**src/sacr_pkg.sv**
```systemverilog
// Summary of operation
// RQ1: Power-off pin selectable as high impedance, driven low or driven high.
// RQ2: Wake pin detects rising edge, falling edge, high or low level.
// RQ3: Without shut-down use, pin is alarm output: alarm uses off level.
// RQ4: Off command drives off level; wake/ack command drives wake level.
// RQ5: Clock alarm sets alarm state; selected wake detection acknowledges it.
// RQ6: Backup reset forces wake state; main reset leaves that state alone.
// RQ7: Backup reset sets off level to drive-low and wake level to hi-Z.
// RQ8: Pin is high impedance after first power-up; no internal pull.
// RQ9: Software programs the supply's active off level at first start-up.
// RQ10: Writing 1 to core enable bit 0 starts core clock; 0 ignored.
// RQ11: Writing 1 to core disable bit 0 stops core clock; 0 ignored.
// RQ12: Core clock state bit reads enable state; main reset sets it to 1.
// RQ13: Peripheral clocks via enable, disable and state; state resets to zero.
// RQ14: Mode register clears on main reset; power mode set only by backup.
// RQ15: Wake/ack command beats off command written in the same word.
// RQ16: Selected wake pin detection ends power-down, restoring main supply.
// RQ17: Clock alarm ends power-down only while alarm wake enable is set.
// RQ18: Power state and pin drive live on slow tick, backup reset only.
// RQ19: Command writes pulse once, store nothing; write-only offsets read 0.
package sacr_pkg;

  localparam int unsigned CLK_HZ = 250_000_000;
  localparam int unsigned SLOW_HZ = 32_768;
  localparam int unsigned SLOW_DIV_CYC = CLK_HZ / SLOW_HZ;
  localparam int unsigned DIV_W = 16;
  localparam int unsigned AW = 8;

  localparam logic [7:0] OFS_CORE_EN = 8'h00;
  localparam logic [7:0] OFS_CORE_DIS = 8'h04;
  localparam logic [7:0] OFS_CORE_ST = 8'h08;
  localparam logic [7:0] OFS_PERI_EN = 8'h10;
  localparam logic [7:0] OFS_PERI_DIS = 8'h14;
  localparam logic [7:0] OFS_PERI_ST = 8'h18;
  localparam logic [7:0] OFS_CGEN_MODE = 8'h20;
  localparam logic [7:0] OFS_PWR_CMD = 8'h28;
  localparam logic [7:0] OFS_PWR_MODE = 8'h2C;
  localparam logic [7:0] OFS_PWR_STATE = 8'h30;
  localparam logic [7:0] OFS_IRQ_EN = 8'h34;
  localparam logic [7:0] OFS_IRQ_DIS = 8'h38;
  localparam logic [7:0] OFS_IRQ_MASK = 8'h3C;
  localparam logic [7:0] OFS_IRQ_STAT = 8'h40;
  localparam logic [7:0] OFS_LAST = 8'h40;

  localparam int unsigned CMD_OFF_BIT = 0;
  localparam int unsigned CMD_ACK_BIT = 1;
  localparam int unsigned PMR_OFF_LSB = 0;
  localparam int unsigned PMR_WAKE_LSB = 2;
  localparam int unsigned PMR_ALWAKE_BIT = 4;
  localparam int unsigned PMR_ALOFF_BIT = 5;
  localparam int unsigned PMR_EDGE_LSB = 6;
  localparam int unsigned IRQ_WAKE = 0;
  localparam int unsigned IRQ_ALARM = 1;
  localparam int unsigned IRQ_OFF = 2;
  localparam int unsigned IRQ_W = 3;

  localparam logic [7:0] PMR_RST = 8'h01;
  localparam logic CORE_RST = 1'h1;
  localparam logic [31:0] PERI_RST = 32'h0000_0000;
  localparam logic [31:0] CGEN_RST = 32'h0000_0000;
  localparam logic [IRQ_W-1:0] IMR_RST = 3'h0;
  localparam logic [31:0] PERI_MASK_DEF = 32'h0007_EFFC;
  localparam logic [31:0] CGEN_MASK = 32'h3FFF_FF77;

  localparam logic [1:0] RESP_OKAY = 2'h0;
  localparam logic [1:0] RESP_SLVERR = 2'h2;

  typedef enum logic [1:0] {
    LVL_HIZ = 2'h0, LVL_LOW = 2'h1, LVL_HIGH = 2'h2, LVL_RSVD = 2'h3
  } sacr_level_e;

  typedef enum logic [1:0] {
    EDGE_RISE = 2'h0, EDGE_FALL = 2'h1, EDGE_HIGH = 2'h2, EDGE_LOW = 2'h3
  } sacr_edge_e;

  typedef enum logic [1:0] {PWR_WAKE = 2'h1, PWR_OFF = 2'h2} sacr_pwr_e;

  typedef struct packed {
    logic [AW-1:0] awaddr;
    logic awvalid;
    logic [31:0] wdata;
    logic [3:0] wstrb;
    logic wvalid;
    logic bready;
    logic [AW-1:0] araddr;
    logic arvalid;
    logic rready;
  } sacr_axi_req_s;

  typedef struct packed {
    logic awready;
    logic wready;
    logic bvalid;
    logic [1:0] bresp;
    logic arready;
    logic rvalid;
    logic [31:0] rdata;
    logic [1:0] rresp;
  } sacr_axi_rsp_s;

endpackage

```
**src/sacr_top.sv**
```systemverilog
`timescale 1ns/1ns
module sacr_top #(
  parameter int unsigned SLOW_DIV = sacr_pkg::SLOW_DIV_CYC,
  parameter logic [31:0] PERI_MASK = sacr_pkg::PERI_MASK_DEF
) (
  input wire logic CLOCK,
  input wire logic ARST_N,
  input wire logic BKUP_ARST_N,
  input wire sacr_pkg::sacr_axi_req_s AXI_REQ,
  output sacr_pkg::sacr_axi_rsp_s AXI_RSP,
  input wire logic WAKEUP_PIN,
  input wire logic RTC_ALARM,
  output logic POWER_OFF_PIN_LEVEL,
  output logic POWER_OFF_PIN_DRIVE,
  output logic CORE_CLK_EN,
  output logic [31:0] PERIPH_CLK_EN,
  output logic [31:0] CLK_GEN_MODE,
  output logic IRQ
);
  import sacr_pkg::*;

  typedef struct packed {
    logic aw_held;
    logic [AW-1:0] aw_addr;
    logic w_held;
    logic [31:0] w_data;
    logic [3:0] w_strb;
    logic bvalid;
    logic [1:0] bresp;
    logic rvalid;
    logic [31:0] rdata;
    logic [1:0] rresp;
    logic core_en;
    logic [31:0] peri_en;
    logic [31:0] cgen;
    logic [IRQ_W-1:0] irq_stat;
    logic [IRQ_W-1:0] irq_mask;
  } sacr_main_s;

  typedef struct packed {
    logic [7:0] pmr;
    sacr_pwr_e pwr;
    logic pend_off;
    logic pend_ack;
    logic pend_wake;
    logic pend_alarm;
    logic [DIV_W-1:0] div;
    logic [2:0] wk_sync;
    logic wk_filt;
    logic [3:0] wk_fill;
    logic pin_level;
    logic pin_drive;
  } sacr_bkup_s;

  function automatic logic [31:0] strb_mask(input logic [3:0] strb);
    logic [31:0] mask;
    mask = '0;
    for (int i = 0; i < 4; i++) begin
      mask[i*8 +: 8] = {8{strb[i]}};
    end
    return mask;
  endfunction

  // Returns {drive, level} for a level select code; reserved floats
  function automatic logic [1:0] pin_of(input logic [1:0] code);
    return {code == LVL_LOW || code == LVL_HIGH, code == LVL_HIGH};
  endfunction

  function automatic logic same_reg(input logic [AW-1:0] a,
                                    input logic [7:0] ofs);
    return a[AW-1:2] == ofs[AW-1:2];
  endfunction

  sacr_main_s m_r, m_nxt;
  sacr_bkup_s b_r, b_nxt;
  logic reg_wr;
  logic [AW-1:0] wr_addr;
  logic [31:0] wr_data;
  logic aw_fire, w_fire, ar_fire;
  logic slow_tick;
  logic wake_hit;
  logic filt_now;
  logic wk_ready;
  logic [1:0] sel_now;
  logic [IRQ_W-1:0] events;
  logic cmd_off, cmd_ack;

  assign reg_wr = m_r.aw_held && m_r.w_held && !m_r.bvalid;
  assign wr_addr = m_r.aw_addr;
  assign wr_data = m_r.w_data & strb_mask(m_r.w_strb);
  assign aw_fire = AXI_REQ.awvalid && !m_r.aw_held && !m_r.bvalid;
  assign w_fire = AXI_REQ.wvalid && !m_r.w_held && !m_r.bvalid;
  assign ar_fire = AXI_REQ.arvalid && !m_r.rvalid;
  // Command pulses last the write cycle only and are not stored
  assign cmd_off = reg_wr && same_reg(wr_addr, OFS_PWR_CMD)
                   && wr_data[CMD_OFF_BIT]; // RQ19
  assign cmd_ack = reg_wr && same_reg(wr_addr, OFS_PWR_CMD)
                   && wr_data[CMD_ACK_BIT]; // RQ19

  always_comb begin
    m_nxt = m_r;
    if (aw_fire) begin
      m_nxt.aw_held = 1'b1;
      m_nxt.aw_addr = AXI_REQ.awaddr;
    end
    if (w_fire) begin
      m_nxt.w_held = 1'b1;
      m_nxt.w_data = AXI_REQ.wdata;
      m_nxt.w_strb = AXI_REQ.wstrb;
    end
    if (m_r.bvalid && AXI_REQ.bready) begin
      m_nxt.bvalid = 1'b0;
    end
    m_nxt.irq_stat = m_r.irq_stat;
    if (reg_wr) begin
      m_nxt.aw_held = 1'b0;
      m_nxt.w_held = 1'b0;
      m_nxt.bvalid = 1'b1;
      m_nxt.bresp = (wr_addr > OFS_LAST + 8'h03) ? RESP_SLVERR : RESP_OKAY;
      if (same_reg(wr_addr, OFS_CORE_EN) && wr_data[0]) begin
        m_nxt.core_en = 1'b1; // RQ10
      end
      if (same_reg(wr_addr, OFS_CORE_DIS) && wr_data[0]) begin
        m_nxt.core_en = 1'b0; // RQ11
      end
      if (same_reg(wr_addr, OFS_PERI_EN)) begin
        m_nxt.peri_en = m_r.peri_en | (wr_data & PERI_MASK); // RQ13
      end
      if (same_reg(wr_addr, OFS_PERI_DIS)) begin
        m_nxt.peri_en = m_r.peri_en & ~wr_data; // RQ13
      end
      if (same_reg(wr_addr, OFS_CGEN_MODE)) begin
        m_nxt.cgen = (m_r.cgen & ~strb_mask(m_r.w_strb))
                   | (wr_data & CGEN_MASK);
      end
      if (same_reg(wr_addr, OFS_IRQ_EN)) begin
        m_nxt.irq_mask = m_r.irq_mask | wr_data[IRQ_W-1:0];
      end
      if (same_reg(wr_addr, OFS_IRQ_DIS)) begin
        m_nxt.irq_mask = m_r.irq_mask & ~wr_data[IRQ_W-1:0];
      end
      if (same_reg(wr_addr, OFS_IRQ_STAT)) begin
        m_nxt.irq_stat = m_r.irq_stat & ~wr_data[IRQ_W-1:0];
      end
    end
    // Set after clear, so an event in the clearing cycle survives
    m_nxt.irq_stat = m_nxt.irq_stat | events;
    if (m_r.rvalid && AXI_REQ.rready) begin
      m_nxt.rvalid = 1'b0;
    end
    if (ar_fire) begin
      m_nxt.rvalid = 1'b1;
      m_nxt.rresp = RESP_OKAY;
      m_nxt.rdata = '0; // RQ19
      if (same_reg(AXI_REQ.araddr, OFS_CORE_ST)) begin
        m_nxt.rdata = {31'h0, m_r.core_en}; // RQ12
      end else if (same_reg(AXI_REQ.araddr, OFS_PERI_ST)) begin
        m_nxt.rdata = m_r.peri_en; // RQ13
      end else if (same_reg(AXI_REQ.araddr, OFS_CGEN_MODE)) begin
        m_nxt.rdata = m_r.cgen;
      end else if (same_reg(AXI_REQ.araddr, OFS_PWR_MODE)) begin
        m_nxt.rdata = {24'h0, b_r.pmr};
      end else if (same_reg(AXI_REQ.araddr, OFS_PWR_STATE)) begin
        m_nxt.rdata = {28'h0, b_r.wk_filt, b_r.pin_level,
                       b_r.pin_drive, b_r.pwr == PWR_OFF};
      end else if (same_reg(AXI_REQ.araddr, OFS_IRQ_MASK)) begin
        m_nxt.rdata = {29'h0, m_r.irq_mask};
      end else if (same_reg(AXI_REQ.araddr, OFS_IRQ_STAT)) begin
        m_nxt.rdata = {29'h0, m_r.irq_stat};
      end else if (AXI_REQ.araddr > OFS_LAST + 8'h03) begin
        m_nxt.rresp = RESP_SLVERR;
      end
    end
  end

  always_ff @(posedge CLOCK or negedge ARST_N) begin
    if (!ARST_N) begin
      m_r <= '0;
      m_r.core_en <= CORE_RST; // RQ12
      m_r.peri_en <= PERI_RST; // RQ13
      m_r.cgen <= CGEN_RST; // RQ14
      m_r.irq_mask <= IMR_RST;
    end else begin
      m_r <= m_nxt;
    end
  end

  // Backup side: survives main reset; power state and pin change on the slow tick
  assign slow_tick = b_r.div == '0;
  assign filt_now = (b_r.wk_sync[1] == b_r.wk_sync[2]) ? b_r.wk_sync[2]
                                                       : b_r.wk_filt;
  // Edges count only once the synchroniser holds real samples
  assign wk_ready = b_r.wk_fill[3];

  always_comb begin
    unique case (sacr_edge_e'(b_r.pmr[PMR_EDGE_LSB +: 2]))
      EDGE_RISE: wake_hit = filt_now && !b_r.wk_filt; // RQ2
      EDGE_FALL: wake_hit = !filt_now && b_r.wk_filt; // RQ2
      EDGE_HIGH: wake_hit = filt_now; // RQ2
      EDGE_LOW: wake_hit = !filt_now; // RQ2
    endcase
    // Reset filter must not turn the pin's idle level into an edge
    if (!wk_ready) begin
      wake_hit = 1'b0;
    end
  end

  always_comb begin
    b_nxt = b_r;
    b_nxt.div = slow_tick ? DIV_W'(SLOW_DIV - 1) : b_r.div - 1'b1;
    b_nxt.wk_sync = {b_r.wk_sync[1:0], WAKEUP_PIN};
    b_nxt.wk_filt = filt_now;
    b_nxt.wk_fill = {b_r.wk_fill[2:0], 1'b1};
    if (reg_wr && same_reg(wr_addr, OFS_PWR_MODE) && m_r.w_strb[0]) begin
      b_nxt.pmr = wr_data[7:0];
    end
    // Requests between ticks are held; a new one in the tick cycle wins
    b_nxt.pend_off = (b_r.pend_off && !slow_tick) || cmd_off;
    b_nxt.pend_ack = (b_r.pend_ack && !slow_tick) || cmd_ack;
    b_nxt.pend_wake = (b_r.pend_wake && !slow_tick) || wake_hit;
    b_nxt.pend_alarm = (b_r.pend_alarm && !slow_tick) || RTC_ALARM;
    if (slow_tick) begin
      if (b_r.pend_ack) begin
        b_nxt.pwr = PWR_WAKE; // RQ15
      end else if (b_r.pwr == PWR_OFF && b_r.pend_wake) begin
        b_nxt.pwr = PWR_WAKE; // RQ5 RQ16
      end else if (b_r.pwr == PWR_OFF && b_r.pend_alarm
                   && b_r.pmr[PMR_ALWAKE_BIT]) begin
        b_nxt.pwr = PWR_WAKE; // RQ17
      end else if (b_r.pend_off) begin
        b_nxt.pwr = PWR_OFF; // RQ4
      end else if (b_r.pend_alarm && b_r.pmr[PMR_ALOFF_BIT]) begin
        b_nxt.pwr = PWR_OFF; // RQ3
      end
      sel_now = (b_nxt.pwr == PWR_OFF) ? b_r.pmr[PMR_OFF_LSB +: 2]
                                       : b_r.pmr[PMR_WAKE_LSB +: 2]; // RQ3
      {b_nxt.pin_drive, b_nxt.pin_level} = pin_of(sel_now); // RQ1
    end else begin
      sel_now = LVL_HIZ;
    end
  end

  always_ff @(posedge CLOCK or negedge BKUP_ARST_N) begin
    if (!BKUP_ARST_N) begin
      b_r <= '0;
      b_r.pmr <= PMR_RST; // RQ7
      b_r.pwr <= PWR_WAKE; // RQ6
    end else begin
      b_r <= b_nxt; // RQ18
    end
  end

  assign events = {slow_tick && b_r.pwr == PWR_WAKE && b_nxt.pwr == PWR_OFF,
                   RTC_ALARM, wake_hit};

  assign AXI_RSP.awready = !m_r.aw_held && !m_r.bvalid;
  assign AXI_RSP.wready = !m_r.w_held && !m_r.bvalid;
  assign AXI_RSP.bvalid = m_r.bvalid;
  assign AXI_RSP.bresp = m_r.bresp;
  assign AXI_RSP.arready = !m_r.rvalid;
  assign AXI_RSP.rvalid = m_r.rvalid;
  assign AXI_RSP.rdata = m_r.rdata;
  assign AXI_RSP.rresp = m_r.rresp;
  assign POWER_OFF_PIN_LEVEL = b_r.pin_level;
  assign POWER_OFF_PIN_DRIVE = b_r.pin_drive; // RQ8
  assign CORE_CLK_EN = m_r.core_en;
  assign PERIPH_CLK_EN = m_r.peri_en;
  assign CLK_GEN_MODE = m_r.cgen;
  assign IRQ = |(m_r.irq_stat & m_r.irq_mask);
endmodule

```
**config.mk**
```make
export PLATFORM = sky130hd
export DESIGN_NAME = sacr_top
export DESIGN_NICKNAME = d
export VERILOG_FILES = /design/src/sacr_pkg.sv /design/src/sacr_top.sv
export SDC_FILE = /design/constraint.sdc
export NUM_CORES = 1
export LEC_CHECK = 0
export BUFFER_PORTS_ARGS = -buffer_cell sky130_fd_sc_hd__buf_2
export CAP_MARGIN = 0
export CORE_UTILIZATION = 41
export DETAILED_ROUTE_END_ITERATION = 7
export GPL_TIMING_DRIVEN = 0
export HOLD_SLACK_MARGIN = 0.03
export PLACE_DENSITY = 0.65
export SYNTH_ARGS = -nofsm -noshare
export SYNTH_HDL_FRONTEND = slang
export SYNTH_SLANG_ARGS = --single-unit
```
**constraint.sdc**
```tcl
create_clock -name CLOCK -period 4.39 [get_ports CLOCK]
set_clock_uncertainty 0.05 [all_clocks]
set_input_delay 0.6585 -clock CLOCK [delete_from_list [all_inputs] [get_ports CLOCK]]
set_output_delay 0.6585 -clock CLOCK [all_outputs]
set_load 0.02 [all_outputs]
```
**Yosys cells after proc, flatten, opt, wreduce, memory -nomap -nowiden**

Index checks and enable logic that the tools add are counted.

- Input port bits: 62
- Output and inout port bits: 109
- Word-level logic and storage cells: 170
- Flip-flop bits (word level): 195

- Bitwise gates (word level): 13
- Eq/ne operators: 26
- $add $sub $neg: 1
- Mux-type cells: 44
- Reductions and logical operators: 57
- $lt $le $gt $ge: 2

Operators with widths:

| cell | count |
|---|---|
| $mux 32 | 5 |
| $and 32x32->32 | 3 |
| $not 32->32 | 2 |
| $eq 6x4->1 const B | 9 |
| $mux 37 | 1 |
| $mux 35 | 1 |
| $mux 2 | 17 |
| $or 32x19->32 | 1 |
| $or 32x30->32 | 1 |
| $logic_and 1x1->1 | 30 |
| $eq 6x3->1 const B | 3 |
| $mux 3 | 6 |
| $gt 8x7->1 const B | 2 |
| $logic_not 16->1 | 1 |
| $mux 16 | 1 |
| $sub 16x1->16 const B | 1 |
| $reduce_bool 2->1 | 7 |
| $eq 2x2->1 const B | 6 |
| $eq 6x5->1 const B | 2 |
| $and 3x3->3 | 3 |
| $mux 9 | 1 |
| $mux 1 | 8 |
| $mux 8 | 1 |
| $reduce_and 2->1 | 4 |
| other kinds (14) | 27 |

**Logic depth before layout (Yosys ltp)**

Gate-level depths: netlist of run 1.

- Depth in word-level cells: 11
- Gate-level depth with buffers: 9
- Mapped depth without buffers: 7

**Worst setup path before layout of run 1**

OpenSTA, ideal clock, no wires.

- Kind: register to register
- Start: reg b_r[10] in the netlist's numbering
- End: reg b_r[28] in the netlist's numbering
- Setup time: 0.121 ns
- Arrival: 2.382 ns
- Stages on the path, launching flop included: 9
- Required time: 4.219 ns
- Setup slack: 1.837 ns
- Path buffers: 2
- Cell sequence: dfrtp_1 inv_1 ha_1 or3b_1 or4_1 buf_6 or4_4 buf_6 a22o_1

RTL lines:

| what | line | RTL |
|---|---|---|
| start: declaration | sacr_top.sv:75 | `sacr_bkup_s b_r, b_nxt;` |
| start signal: assignment | sacr_top.sv:249 | `b_r <= b_nxt;` |

==> results of run 1 <==
==> routing by layer <==
| layer | track usage | wire length, um |
|---|---|---|
| met5 | 0 | 11 |
| met4 | 0.0526 | 261 |
| met3 | 0.0553 | 1260 |
| met2 | 0.311 | 9580 |
| met1 | 0.263 | 9170 |
==> logic make-up (layout without fill, tap and decap cells) <==
kind of cell               Yosys count  in the layout  synth area share
DFF                                191            191             0.556
AOI/OAI and AO/OA                  172            172             0.127
buffers and inverters              143            339             0.110
muxes                               84             84             0.109
xor gates and xnor gates            11             11            0.0112
and+or+nand+nor                    140            140            0.0827
adders and majority gates            3              3           0.00407
other                                2              9          0.000873
==> synthesized netlist by cell type (6+ instances only) <==
library cell / n
sky130_fd_sc_hd__dfrtp_1: 188
sky130_fd_sc_hd__buf_4: 102
sky130_fd_sc_hd__mux2_2: 78
sky130_fd_sc_hd__nand2_1: 53
sky130_fd_sc_hd__o21ai_0: 43
sky130_fd_sc_hd__a21oi_1: 37
sky130_fd_sc_hd__nor2_1: 28
sky130_fd_sc_hd__clkbuf_1: 26
sky130_fd_sc_hd__a22oi_1: 24
sky130_fd_sc_hd__a31oi_1: 22
sky130_fd_sc_hd__a21boi_0: 14
sky130_fd_sc_hd__nand3_1: 10
sky130_fd_sc_hd__o31ai_1: 9
sky130_fd_sc_hd__inv_1: 8
sky130_fd_sc_hd__and2_1: 7
sky130_fd_sc_hd__a21o_1: 6
sky130_fd_sc_hd__mux2i_1: 6
sky130_fd_sc_hd__nor3_1: 6
sky130_fd_sc_hd__xor2_1: 6
==> final cells by class <==
class,count,area [um2],share of cell area
buffer,135,913,0.0876
antenna,6,15.0,0.00144
multi-input combinational,413,2880,0.276
clock buffer,18,429,0.0411
tap,270,338,0.0324
sequential,191,4780,0.459
inverter,8,30.0,0.00288
clock inverter,14,190,0.0182
timing repair buffer,164,850,0.0815
==> where the power goes <==
part           total, W  switching, W  internal, W  leakage (nW)
Sequential      0.00255      0.000377      0.00217          2.44
Combinational   0.00147      0.000727     0.000743          2.33
Clock           0.00160      0.000766     0.000829         0.297
==> metrics by stage <==
step           hold WS, ns  std cells  instance area, um2  utilization  power [W]
5_1_grt              0.218       1215               10400        0.510    0.00591
2_1_floorplan        0.281        747                8610            -    0.00356
4_1_cts              0.186       1213               10400        0.510    0.00567
3_3_place_gp         0.282       1180                9760        0.478    0.00403
3_5_place_dp         0.285       1181                9800        0.479    0.00407
6_report             0.169       1219               10400        0.511    0.00561
==> worst max path at each step <==
stage	startpoint	to	slack, ns	depth (start not counted)
floorplan	b_r[10]	b_r[28]	1.84	8
global placement	ARST_N	m_r[118]	0.29	1
detailed placement	AXI_REQ[8]	AXI_RSP[11]	1.37	8
CTS	b_r[10]	b_r[28]	1.71	8
global route	wr_addr[4]	flop	1.40	4
finish	b_r[10]	b_r[28]	1.72	8
==> key figures, run 1 <==
Power and ir drop
  • Largest voltage drop on the vdd net: 0.292 mV
  • Cell area power density: 538 nW/um2
  • Leakage Power: 5.07 nW

Cells and area
  • Post-layout nets: 994
  • Top library cells by usage in the layout, fill and taps aside: 188 x sky130_fd_sc_hd__dfrtp_1, 163 x sky130_fd_sc_hd__buf_2, 102 x sky130_fd_sc_hd__buf_4
  • Fraction of layout instances using a drive strength above 1: 0.413
  • Fillers: 1874
  • Leading cell type in the layout, fill and taps excluded: sky130_fd_sc_hd__dfrtp_1
  • Synth-to-Final Area Change: 21.2%

Placed design
  • Setup WS pre-CTS: 1.37 ns
  • I/O Buffers: 163
  • Half-perimeter wire length after placement: 14800 um
  • Final estimated routing congestion in global placement: 0.819

Yosys
  • Count of flip-flops with a built-in enable after synthesis: 0
  • Synth Cell Area: 8600 um2
  • Avg Synthesized Cell Area: 11.5 um2
  • Count of cell types in the netlist: 54
  • Flip-flop cell with the highest count after synthesis: sky130_fd_sc_hd__dfrtp_1
  • Number of warnings printed during yosys synthesis: 0
  • Share of the synthesized area in the top cell type: 0.547
  • Biggest area contributors in the synthesized netlist: sky130_fd_sc_hd__dfrtp_1 55%, sky130_fd_sc_hd__mux2_2 10%, sky130_fd_sc_hd__buf_4 8.9%
  • Synthesis-stage register bit count: 191
  • Post-synthesis sequential area ratio: 0.556
  • Library cell occupying the most area in the post-synthesis netlist: sky130_fd_sc_hd__dfrtp_1
  • Share of flip-flops with an asynchronous set or reset: 1.00
  • Number of standard cells after synthesis: 746

Global routing
  • Global-route wire length before repair: 32300 um
  • Overall routing resource usage: 0.196
  • Maximum number of pins on one net before global-route repair: 85
  • Number of antenna violations at the first check in global routing: 7
  • Via count of the first global-routing pass: 5856
  • Sum of overflow across all layers after global routing: 0

Drt
  • Routed len/inst: 16.6 um
  • DRC Markers: 0
  • DR vias: 6079
  • Remaining antenna violation count: 0
  • First drt pass iteration count: 6
  • Vias per inst: 4.99
  • Total length of routed wires: 20300 um
  • 1st-iter DRT viols: 306

Timing
  • Endpoints failing setup: 0
  • Unrepaired setup endpoints after global routing: false
  • Maximum clock rate: 375 MHz
  • Time the final worst path needs with I/O delays and setup: 2.67 ns
  • Normalized max-slew margin: 0.391
  • Total count of max-transition violations in the final report: 0
  • Final-report hold violation count: 0
  • Actual transition at the worst max-transition pin: 0.905 ns
  • Slack of the critical path: 1.72 ns
  • Final period utilization: 0.608
  • Fin Setup TNS: 0 ns

Clock tree
  • Clock Pin Slew Worst Setup and Hold Paths: 0.08 ns
  • Number of buffers between clock root and the deepest sink: 2
  • Post-cts repair resize count: 0
  • Later-pin clock latency in the skew report: 0.44 ns
  • Number of setup buffers added after CTS: 0
  • TritonCTS clock tree: built
  • Root Buffer Master: sky130_fd_sc_hd__clkbuf_16
  • Number of clock sinks seen by CTS: 191
  • Inserted Clock Buffers: 17
  • Hold-fix buffer count after cts: 0
  • CTS H-Tree Depth: 4

Floorplanning
  • Core footprint: 20400 um2
  • Starting density of the core: 0.421
  • I/O pin count: 171
  • Die height: 147 um
  • Die extent in x: 147 um
  • Number of standard-cell rows in the floorplan: 52
  • Die Outline Area: 21600 um2

Critical path
  • Worst path slowest cell: sky130_fd_sc_hd__or4_4
  • Setup crit end kind: flop
  • Worst-case register-to-register setup slack: 1.72 ns
  • Arrival time worst endpoint: 2.94 ns
  • Number of buffer and inverter stages on the critical path: 3
  • Type of the setup path with the least slack: flop to flop
  • Required time of the worst setup path: 4.66 ns
  • Peak per-stage delay on the critical path: 0.49 ns
  • Critical Path Fanout Max: 10
  • Sort of element at the start of the critical path: flop
  • Most used cell, CP: sky130_fd_sc_hd__buf_6
  • Cell-by-cell trace of the critical path: inv_1 -> ha_1 -> or3b_1 -> or4_1 -> buf_6 -> or4_4 -> buf_6 -> a22o_1
  • Crit-path leading delay family: simple AND/OR/NAND/NOR gates
  • Cells on worst reg2reg path: 8
  • Worst reg2reg path endpoint: b_r[28]
  • Worst R2R Start: b_r[10]

Worst hold path
  • Hold/Removal Path Class: primary input to async pin

Outcome
  • Result of the run: finished clean

Flow run
  • Number of maximum-capacitance violations: 0
No activity file was read; power rests on OpenSTA's default activity.
==> inputs of run 2 (changes only) <==
==> constraint.sdc (replaced) <==
create_clock -name CLOCK -period 2.8 [get_ports CLOCK]
set_clock_uncertainty 0.05 [all_clocks]
set_input_delay 0.42 -clock CLOCK [delete_from_list [all_inputs] [get_ports CLOCK]]
set_output_delay 0.42 -clock CLOCK [all_outputs]
set_load 0.02 [all_outputs]
==> run 2 against run 1 <==
Compared with the run above: worst hold slack worse by 0.11 ns; register-to-register slack worse by 1.6 ns; clock power up 56%; sequential power up 57%; routed wire length up 0.20%; maximum frequency about the same; worst setup slack worse by 1.6 ns; sequential cell count unchanged; non-clock buffer count up 2; count of clock-buffer cells in the layout unchanged; power up 57%; via count up 0.25%.
==> key figures, run 2 (synthesis gave the netlist of run 1 again) <==
Outcome
  • Result of the run: finished clean

Power and ir drop
  • Largest voltage drop on the vdd net: 0.458 mV
  • Proportion of power drawn by the clock network: 0.284
  • Switching Power: 0.00294 W
  • Total chip power: 0.00881 W
  • Combinational share of power: 0.262
  • Switching portion of total power: 0.333
  • Sequential fraction of design power: 0.454
  • Internal power component: 0.00587 W
  • Cell area power density: 843 nW/um2
  • Leakage Power: 5.08 nW

Drt
  • DRC Markers: 0
  • 1st-iter DRT viols: 285
  • Total length of routed wires: 20300 um
  • Vias per inst: 4.99
  • Remaining antenna violation count: 0
  • DR vias: 6094
  • Routed len/inst: 16.7 um
  • First drt pass iteration count: 5

Timing
  • Maximum clock rate: 375 MHz
  • Endpoints failing setup: 0
  • Total count of max-transition violations in the final report: 0
  • Time the final worst path needs with I/O delays and setup: 2.67 ns
  • Slack of the critical path: 0.133 ns
  • Unrepaired setup endpoints after global routing: false
  • Normalized max-slew margin: 0.388
  • Final period utilization: 0.953
  • Final-report hold violation count: 0
  • Actual transition at the worst max-transition pin: 0.910 ns

Critical path
  • Worst R2R Start: b_r[10]
  • Type of the setup path with the least slack: flop to flop
  • Cells on worst reg2reg path: 8
  • Setup crit end: b_r[28]
  • Critical Path Fanout Max: 10
  • Beginning of the critical path: b_r[10]
  • Arrival time worst endpoint: 2.94 ns
  • Required time of the worst setup path: 3.07 ns
  • Worst-case register-to-register setup slack: 0.13 ns
  • Sort of element at the start of the critical path: flop
  • Setup crit end kind: flop
  • Worst reg2reg path endpoint: b_r[28]

Floorplanning
  • Die Outline Area: 21600 um2
  • Starting density of the core: 0.421
  • Die height: 147 um
  • I/O pin count: 171
  • Die extent in x: 147 um
  • Number of standard-cell rows in the floorplan: 52
  • Core footprint: 20400 um2

Cells and area
  • Fraction of layout instances using a drive strength above 1: 0.413
  • Final core utilization: 0.512
  • Leading cell type in the layout, fill and taps excluded: sky130_fd_sc_hd__dfrtp_1
  • Top library cells by usage in the layout, fill and taps aside: 188 x sky130_fd_sc_hd__dfrtp_1, 163 x sky130_fd_sc_hd__buf_2, 102 x sky130_fd_sc_hd__buf_4
  • Post-layout nets: 996
  • Synth-to-Final Area Change: 21.5%
  • Fillers: 1872

Clock tree
  • Number of clock sinks seen by CTS: 191
  • Number of buffers between clock root and the deepest sink: 2
  • Later-pin clock latency in the skew report: 0.44 ns
  • TritonCTS clock tree: built
  • Root Buffer Master: sky130_fd_sc_hd__clkbuf_16
  • Inserted Clock Buffers: 17
  • CTS H-Tree Depth: 4
  • Clock Pin Slew Worst Setup and Hold Paths: 0.07 ns

Global routing
  • Global-route wire length before repair: 32300 um
  • Maximum number of pins on one net before global-route repair: 85
  • Number of antenna violations at the first check in global routing: 7
  • Via count of the first global-routing pass: 5868
  • Sum of overflow across all layers after global routing: 0
  • Overall routing resource usage: 0.196

Flow run
  • Number of maximum-capacitance violations: 0

Placed design
  • Half-perimeter wire length after placement: 14800 um
  • Setup WS pre-CTS: 0.0143 ns
  • I/O Buffers: 163
  • Final estimated routing congestion in global placement: 0.819

Worst hold path
  • Hold/Removal Path Class: primary input to async pin
run 2: cell types whose count changed in the layout (fill, tap and decap cells not counted), sizes merged:
cell         before  now
dlygate4sd3       0    2
run 2: worst min path at each step:
| stage | start | endpoint | cells after the start |
|---|---|---|---|
| after detailed placement | b_nxt[3] | b_nxt[4] | 0 |
| after global placement | b_nxt[3] | b_nxt[4] | 0 |
| final | BKUP_ARST_N | b_r[20] | 1 |
| after global routing | AXI_REQ[10] | AXI_RSP[38] | 2 |
| after CTS | BKUP_ARST_N | b_r[20] | 1 |
| after floorplan | ARST_N | AXI_RSP[10] | 0 |
run 2: per-layer routing:
layer	global-route usage	wire length [um]
met5	0	11
met4	0.0526	256
met3	0.0553	1280
met2	0.311	9610
met1	0.263	9170
run 2: through the flow:
stage / std cells / setup TNS [ns] / cell area (um2) / hold WS, ns
4_1_cts: 1215 / 0 / 10400 / 0.0783
3_5_place_dp: 1181 / 0 / 9800 / 0.285
3_3_place_gp: 1180 / -157.06 / 9760 / 0.282
6_report: 1221 / 0 / 10500 / 0.0617
5_1_grt: 1217 / 0 / 10400 / 0.0911
2_1_floorplan: 747 / 0 / 8610 / 0.0744
run 2: worst max-delay path, cell delays in order (launching register included):
cell	delay [ns]
sky130_fd_sc_hd__dfrtp_1	0.41
sky130_fd_sc_hd__inv_1	0.07
sky130_fd_sc_hd__ha_1	0.17
sky130_fd_sc_hd__or3b_1	0.40
sky130_fd_sc_hd__or4_1	0.43
sky130_fd_sc_hd__buf_6	0.16
sky130_fd_sc_hd__or4_4	0.49
sky130_fd_sc_hd__buf_6	0.16
sky130_fd_sc_hd__a22o_1	0.22
run 2: final cells by class:
cell class / instances / area [um2] / share of cell area
Sequential cell: 191 / 4780 / 0.458
Multi-Input combinational cell: 413 / 2890 / 0.276
Buffer: 135 / 913 / 0.0874
Timing Repair Buffer: 166 / 870 / 0.0832
Clock buffer: 18 / 429 / 0.0410
Tap cell: 270 / 338 / 0.0323
Clock inverter: 14 / 190 / 0.0182
Inverter: 8 / 30.0 / 0.00287
Antenna cell: 6 / 15.0 / 0.00144
run 2: what timing repair did:
action / CTS / global route
setup buffers: 0 / 0
hold buffers: 2 / 0
hold endpoints to repair: 67 / 0
endpoints found under the setup margin: 0 / 30
resized for setup: 0 / 1
run 2: power by group through the flow:
stage          clock, W  combinational (W)  sequential (W)
3_3_place_gp          0            0.00229         0.00403
4_1_cts         0.00256            0.00234         0.00400
2_1_floorplan         0            0.00173         0.00385
6_report        0.00250            0.00231         0.00400
5_1_grt         0.00266            0.00251         0.00411
3_5_place_dp          0            0.00233         0.00405
==> inputs of run 3 (changes only) <==
--- a/config.mk
+++ b/config.mk
@@ -12,6 +12,7 @@
 export GPL_TIMING_DRIVEN = 0
 export HOLD_SLACK_MARGIN = 0.03
 export PLACE_DENSITY = 0.65
+export RECOVER_POWER = 50
 export SYNTH_ARGS = -nofsm -noshare
 export SYNTH_HDL_FRONTEND = slang
 export SYNTH_SLANG_ARGS = --single-unit
==> run 3 against run 2 <==
Compared with the run above: the flow now finishes with violations (capacitance limit, slew limit); worst setup slack better by 0.00054 ns; combinational power about the same; core utilization shrank 0.24 points; die area is the same; sequential cell count stayed put; non-clock buffer count unchanged; first-iteration DRC count shrank 5.3%; cell area decreased by 0.48%; power shrank 0.11%; critical endpoint unchanged; largest power group unchanged.
==> key figures, run 3 (synthesis gave the netlist of run 1 again) <==
Outcome
  • Result of the run: complete, but fails checks
  • Violations in the final reports: capacitance limit, slew limit

Cells and area
  • Leading cell type in the layout, fill and taps excluded: sky130_fd_sc_hd__dfrtp_1
  • Synth-to-Final Area Change: 20.9%
  • Fillers: 1883
  • Fraction of layout instances using a drive strength above 1: 0.376
  • Post-layout nets: 996
  • Top library cells by usage in the layout, fill and taps aside: 188 x sky130_fd_sc_hd__dfrtp_1, 128 x sky130_fd_sc_hd__buf_2, 102 x sky130_fd_sc_hd__buf_4
  • Count of placed standard cells in the final layout, fillers left out: 1221

Clock tree
  • TritonCTS clock tree: built
  • Number of buffers between clock root and the deepest sink: 2
  • Number of clock sinks seen by CTS: 191
  • Clock Pin Slew Worst Setup and Hold Paths: 0.08 ns
  • Later-pin clock latency in the skew report: 0.44 ns
  • Inserted Clock Buffers: 17
  • Root Buffer Master: sky130_fd_sc_hd__clkbuf_16
  • CTS H-Tree Depth: 4

Critical path
  • Most used cell, CP: sky130_fd_sc_hd__buf_6
  • Type of the setup path with the least slack: flop to flop
  • Required time of the worst setup path: 3.07 ns
  • Peak per-stage delay on the critical path: 0.49 ns
  • Cells on worst reg2reg path: 8
  • Crit-path leading delay family: simple AND/OR/NAND/NOR gates
  • Critical Path Fanout Max: 10
  • Cell-by-cell trace of the critical path: inv_1 -> ha_1 -> or3b_1 -> or4_1 -> buf_6 -> or4_4 -> buf_6 -> a22o_1
  • Number of buffer and inverter stages on the critical path: 3
  • Beginning of the critical path: b_r[10]
  • Worst path slowest cell: sky130_fd_sc_hd__or4_4
  • Worst R2R Start: b_r[10]
  • Arrival time worst endpoint: 2.94 ns
  • Worst reg2reg path endpoint: b_r[28]
  • Sort of element at the start of the critical path: flop
  • Setup crit end kind: flop
  • Worst-case register-to-register setup slack: 0.13 ns

Drt
  • Remaining antenna violation count: 0
  • 1st-iter DRT viols: 270
  • Vias per inst: 5.00
  • DRC Markers: 0
  • Total length of routed wires: 20400 um
  • DR vias: 6101
  • First drt pass iteration count: 5
  • Routed len/inst: 16.7 um

Floorplanning
  • Starting density of the core: 0.421
  • Number of standard-cell rows in the floorplan: 52
  • Die Outline Area: 21600 um2
  • Die height: 147 um
  • I/O pin count: 171
  • Die extent in x: 147 um
  • Core footprint: 20400 um2

Worst hold path
  • Start point of the worst min-delay path: AXI_REQ[10]
  • Worst hold path depth: 2
  • Hold/Removal Path Class: primary input to flop
  • Hold endpoint: AXI_RSP[38]

Placed design
  • Half-perimeter wire length after placement: 14800 um
  • I/O Buffers: 163
  • Final estimated routing congestion in global placement: 0.819
  • Placed Instances: 1181

Power and ir drop
  • Largest voltage drop on the vdd net: 0.458 mV
  • Total chip power: 0.00880 W
  • Cell area power density: 846 nW/um2
  • Leakage Power: 4.93 nW

Timing
  • Total count of max-transition violations in the final report: 109
  • Time the final worst path needs with I/O delays and setup: 2.67 ns
  • Maximum clock rate: 375 MHz
  • Normalized max-slew margin: -0.464
  • Final-report hold violation count: 0
  • Unrepaired setup endpoints after global routing: false
  • Final period utilization: 0.952
  • Endpoints failing setup: 0
  • Actual transition at the worst max-transition pin: 2.20 ns

Global routing
  • Maximum number of pins on one net before global-route repair: 85
  • Sum of overflow across all layers after global routing: 0
  • Overall routing resource usage: 0.196
  • Global-route wire length before repair: 32300 um
  • Number of antenna violations at the first check in global routing: 7
  • Via count of the first global-routing pass: 5868

Flow run
  • Number of maximum-capacitance violations: 2
-- run 3: changes by cell type in the layout (fill, tap and decap cells not counted), sizes merged --
| cell | before | now |
|---|---|---|
| buf | 273 | 237 |
| clkbuf | 44 | 80 |
-- run 3: worst max-delay path by stage --
stage               slack (ns)  cells past startpoint           to
floorplan                 0.25                      8      b_r[28]
global placement         -1.06                      1     m_r[118]
detailed placement        0.01                      8  AXI_RSP[11]
CTS                       0.12                      8      b_r[28]
global route              0.05                      8      b_r[28]
finish                    0.13                      8      b_r[28]
-- run 3: report_power, final --
part	internal [W]	total, W	switching (W)
Combinational	0.00116	0.00230	0.00114
Clock	0.00130	0.00250	0.00120
Sequential	0.00341	0.00400	0.000590
Total	0.00586	0.00880	0.00294
-- run 3: final cells by class --
class,count,area [um2],area share
Antenna cell,6,15.0,0.00144
Buffer,135,913,0.0878
Clock buffer,18,429,0.0412
Clock inverter,14,190,0.0183
Inverter,8,30.0,0.00289
Multi-Input combinational cell,413,2890,0.277
Sequential cell,191,4780,0.460
Tap cell,270,338,0.0325
Timing Repair Buffer,166,820,0.0788
-- run 3: what timing repair did --
item	in CTS	in global routing
setup buffers	0	0
gates resized for setup	0	1
hold buffers	2	0
endpoints found under the setup margin	0	30
endpoints found under the hold margin	67	0
-- run 3: worst reg2reg max path, cell delays in order (launching register included) --
cell                      delay, ns
sky130_fd_sc_hd__dfrtp_1       0.41
sky130_fd_sc_hd__inv_1         0.07
sky130_fd_sc_hd__ha_1          0.17
sky130_fd_sc_hd__or3b_1        0.40
sky130_fd_sc_hd__or4_1         0.43
sky130_fd_sc_hd__buf_6         0.16
sky130_fd_sc_hd__or4_4         0.49
sky130_fd_sc_hd__buf_6         0.16
sky130_fd_sc_hd__a22o_1        0.23
-- run 3: metrics by stage --
stage | setup slack [ns] | util | hold slack, ns | cell area (um2) | TNS (ns)
floorplan | 0.247 | - | 0.0744 | 8610 | 0
global placement | -1.06 | 0.478 | 0.282 | 9760 | -157.06
detailed placement | 0.0143 | 0.479 | 0.285 | 9800 | 0
CTS | 0.118 | 0.511 | 0.0783 | 10400 | 0
global route | 0.0464 | 0.509 | 0.0911 | 10400 | 0
finish | 0.133 | 0.509 | 0.0983 | 10400 | 0
-- run 3: layer usage --
layer	vias up	track usage	part of all wire
met5	-	0	0.00054
met4	2	0.0526	0.013
met3	23	0.0553	0.063
met2	178	0.311	0.47
met1	2957	0.263	0.45
li1	2941	-	-
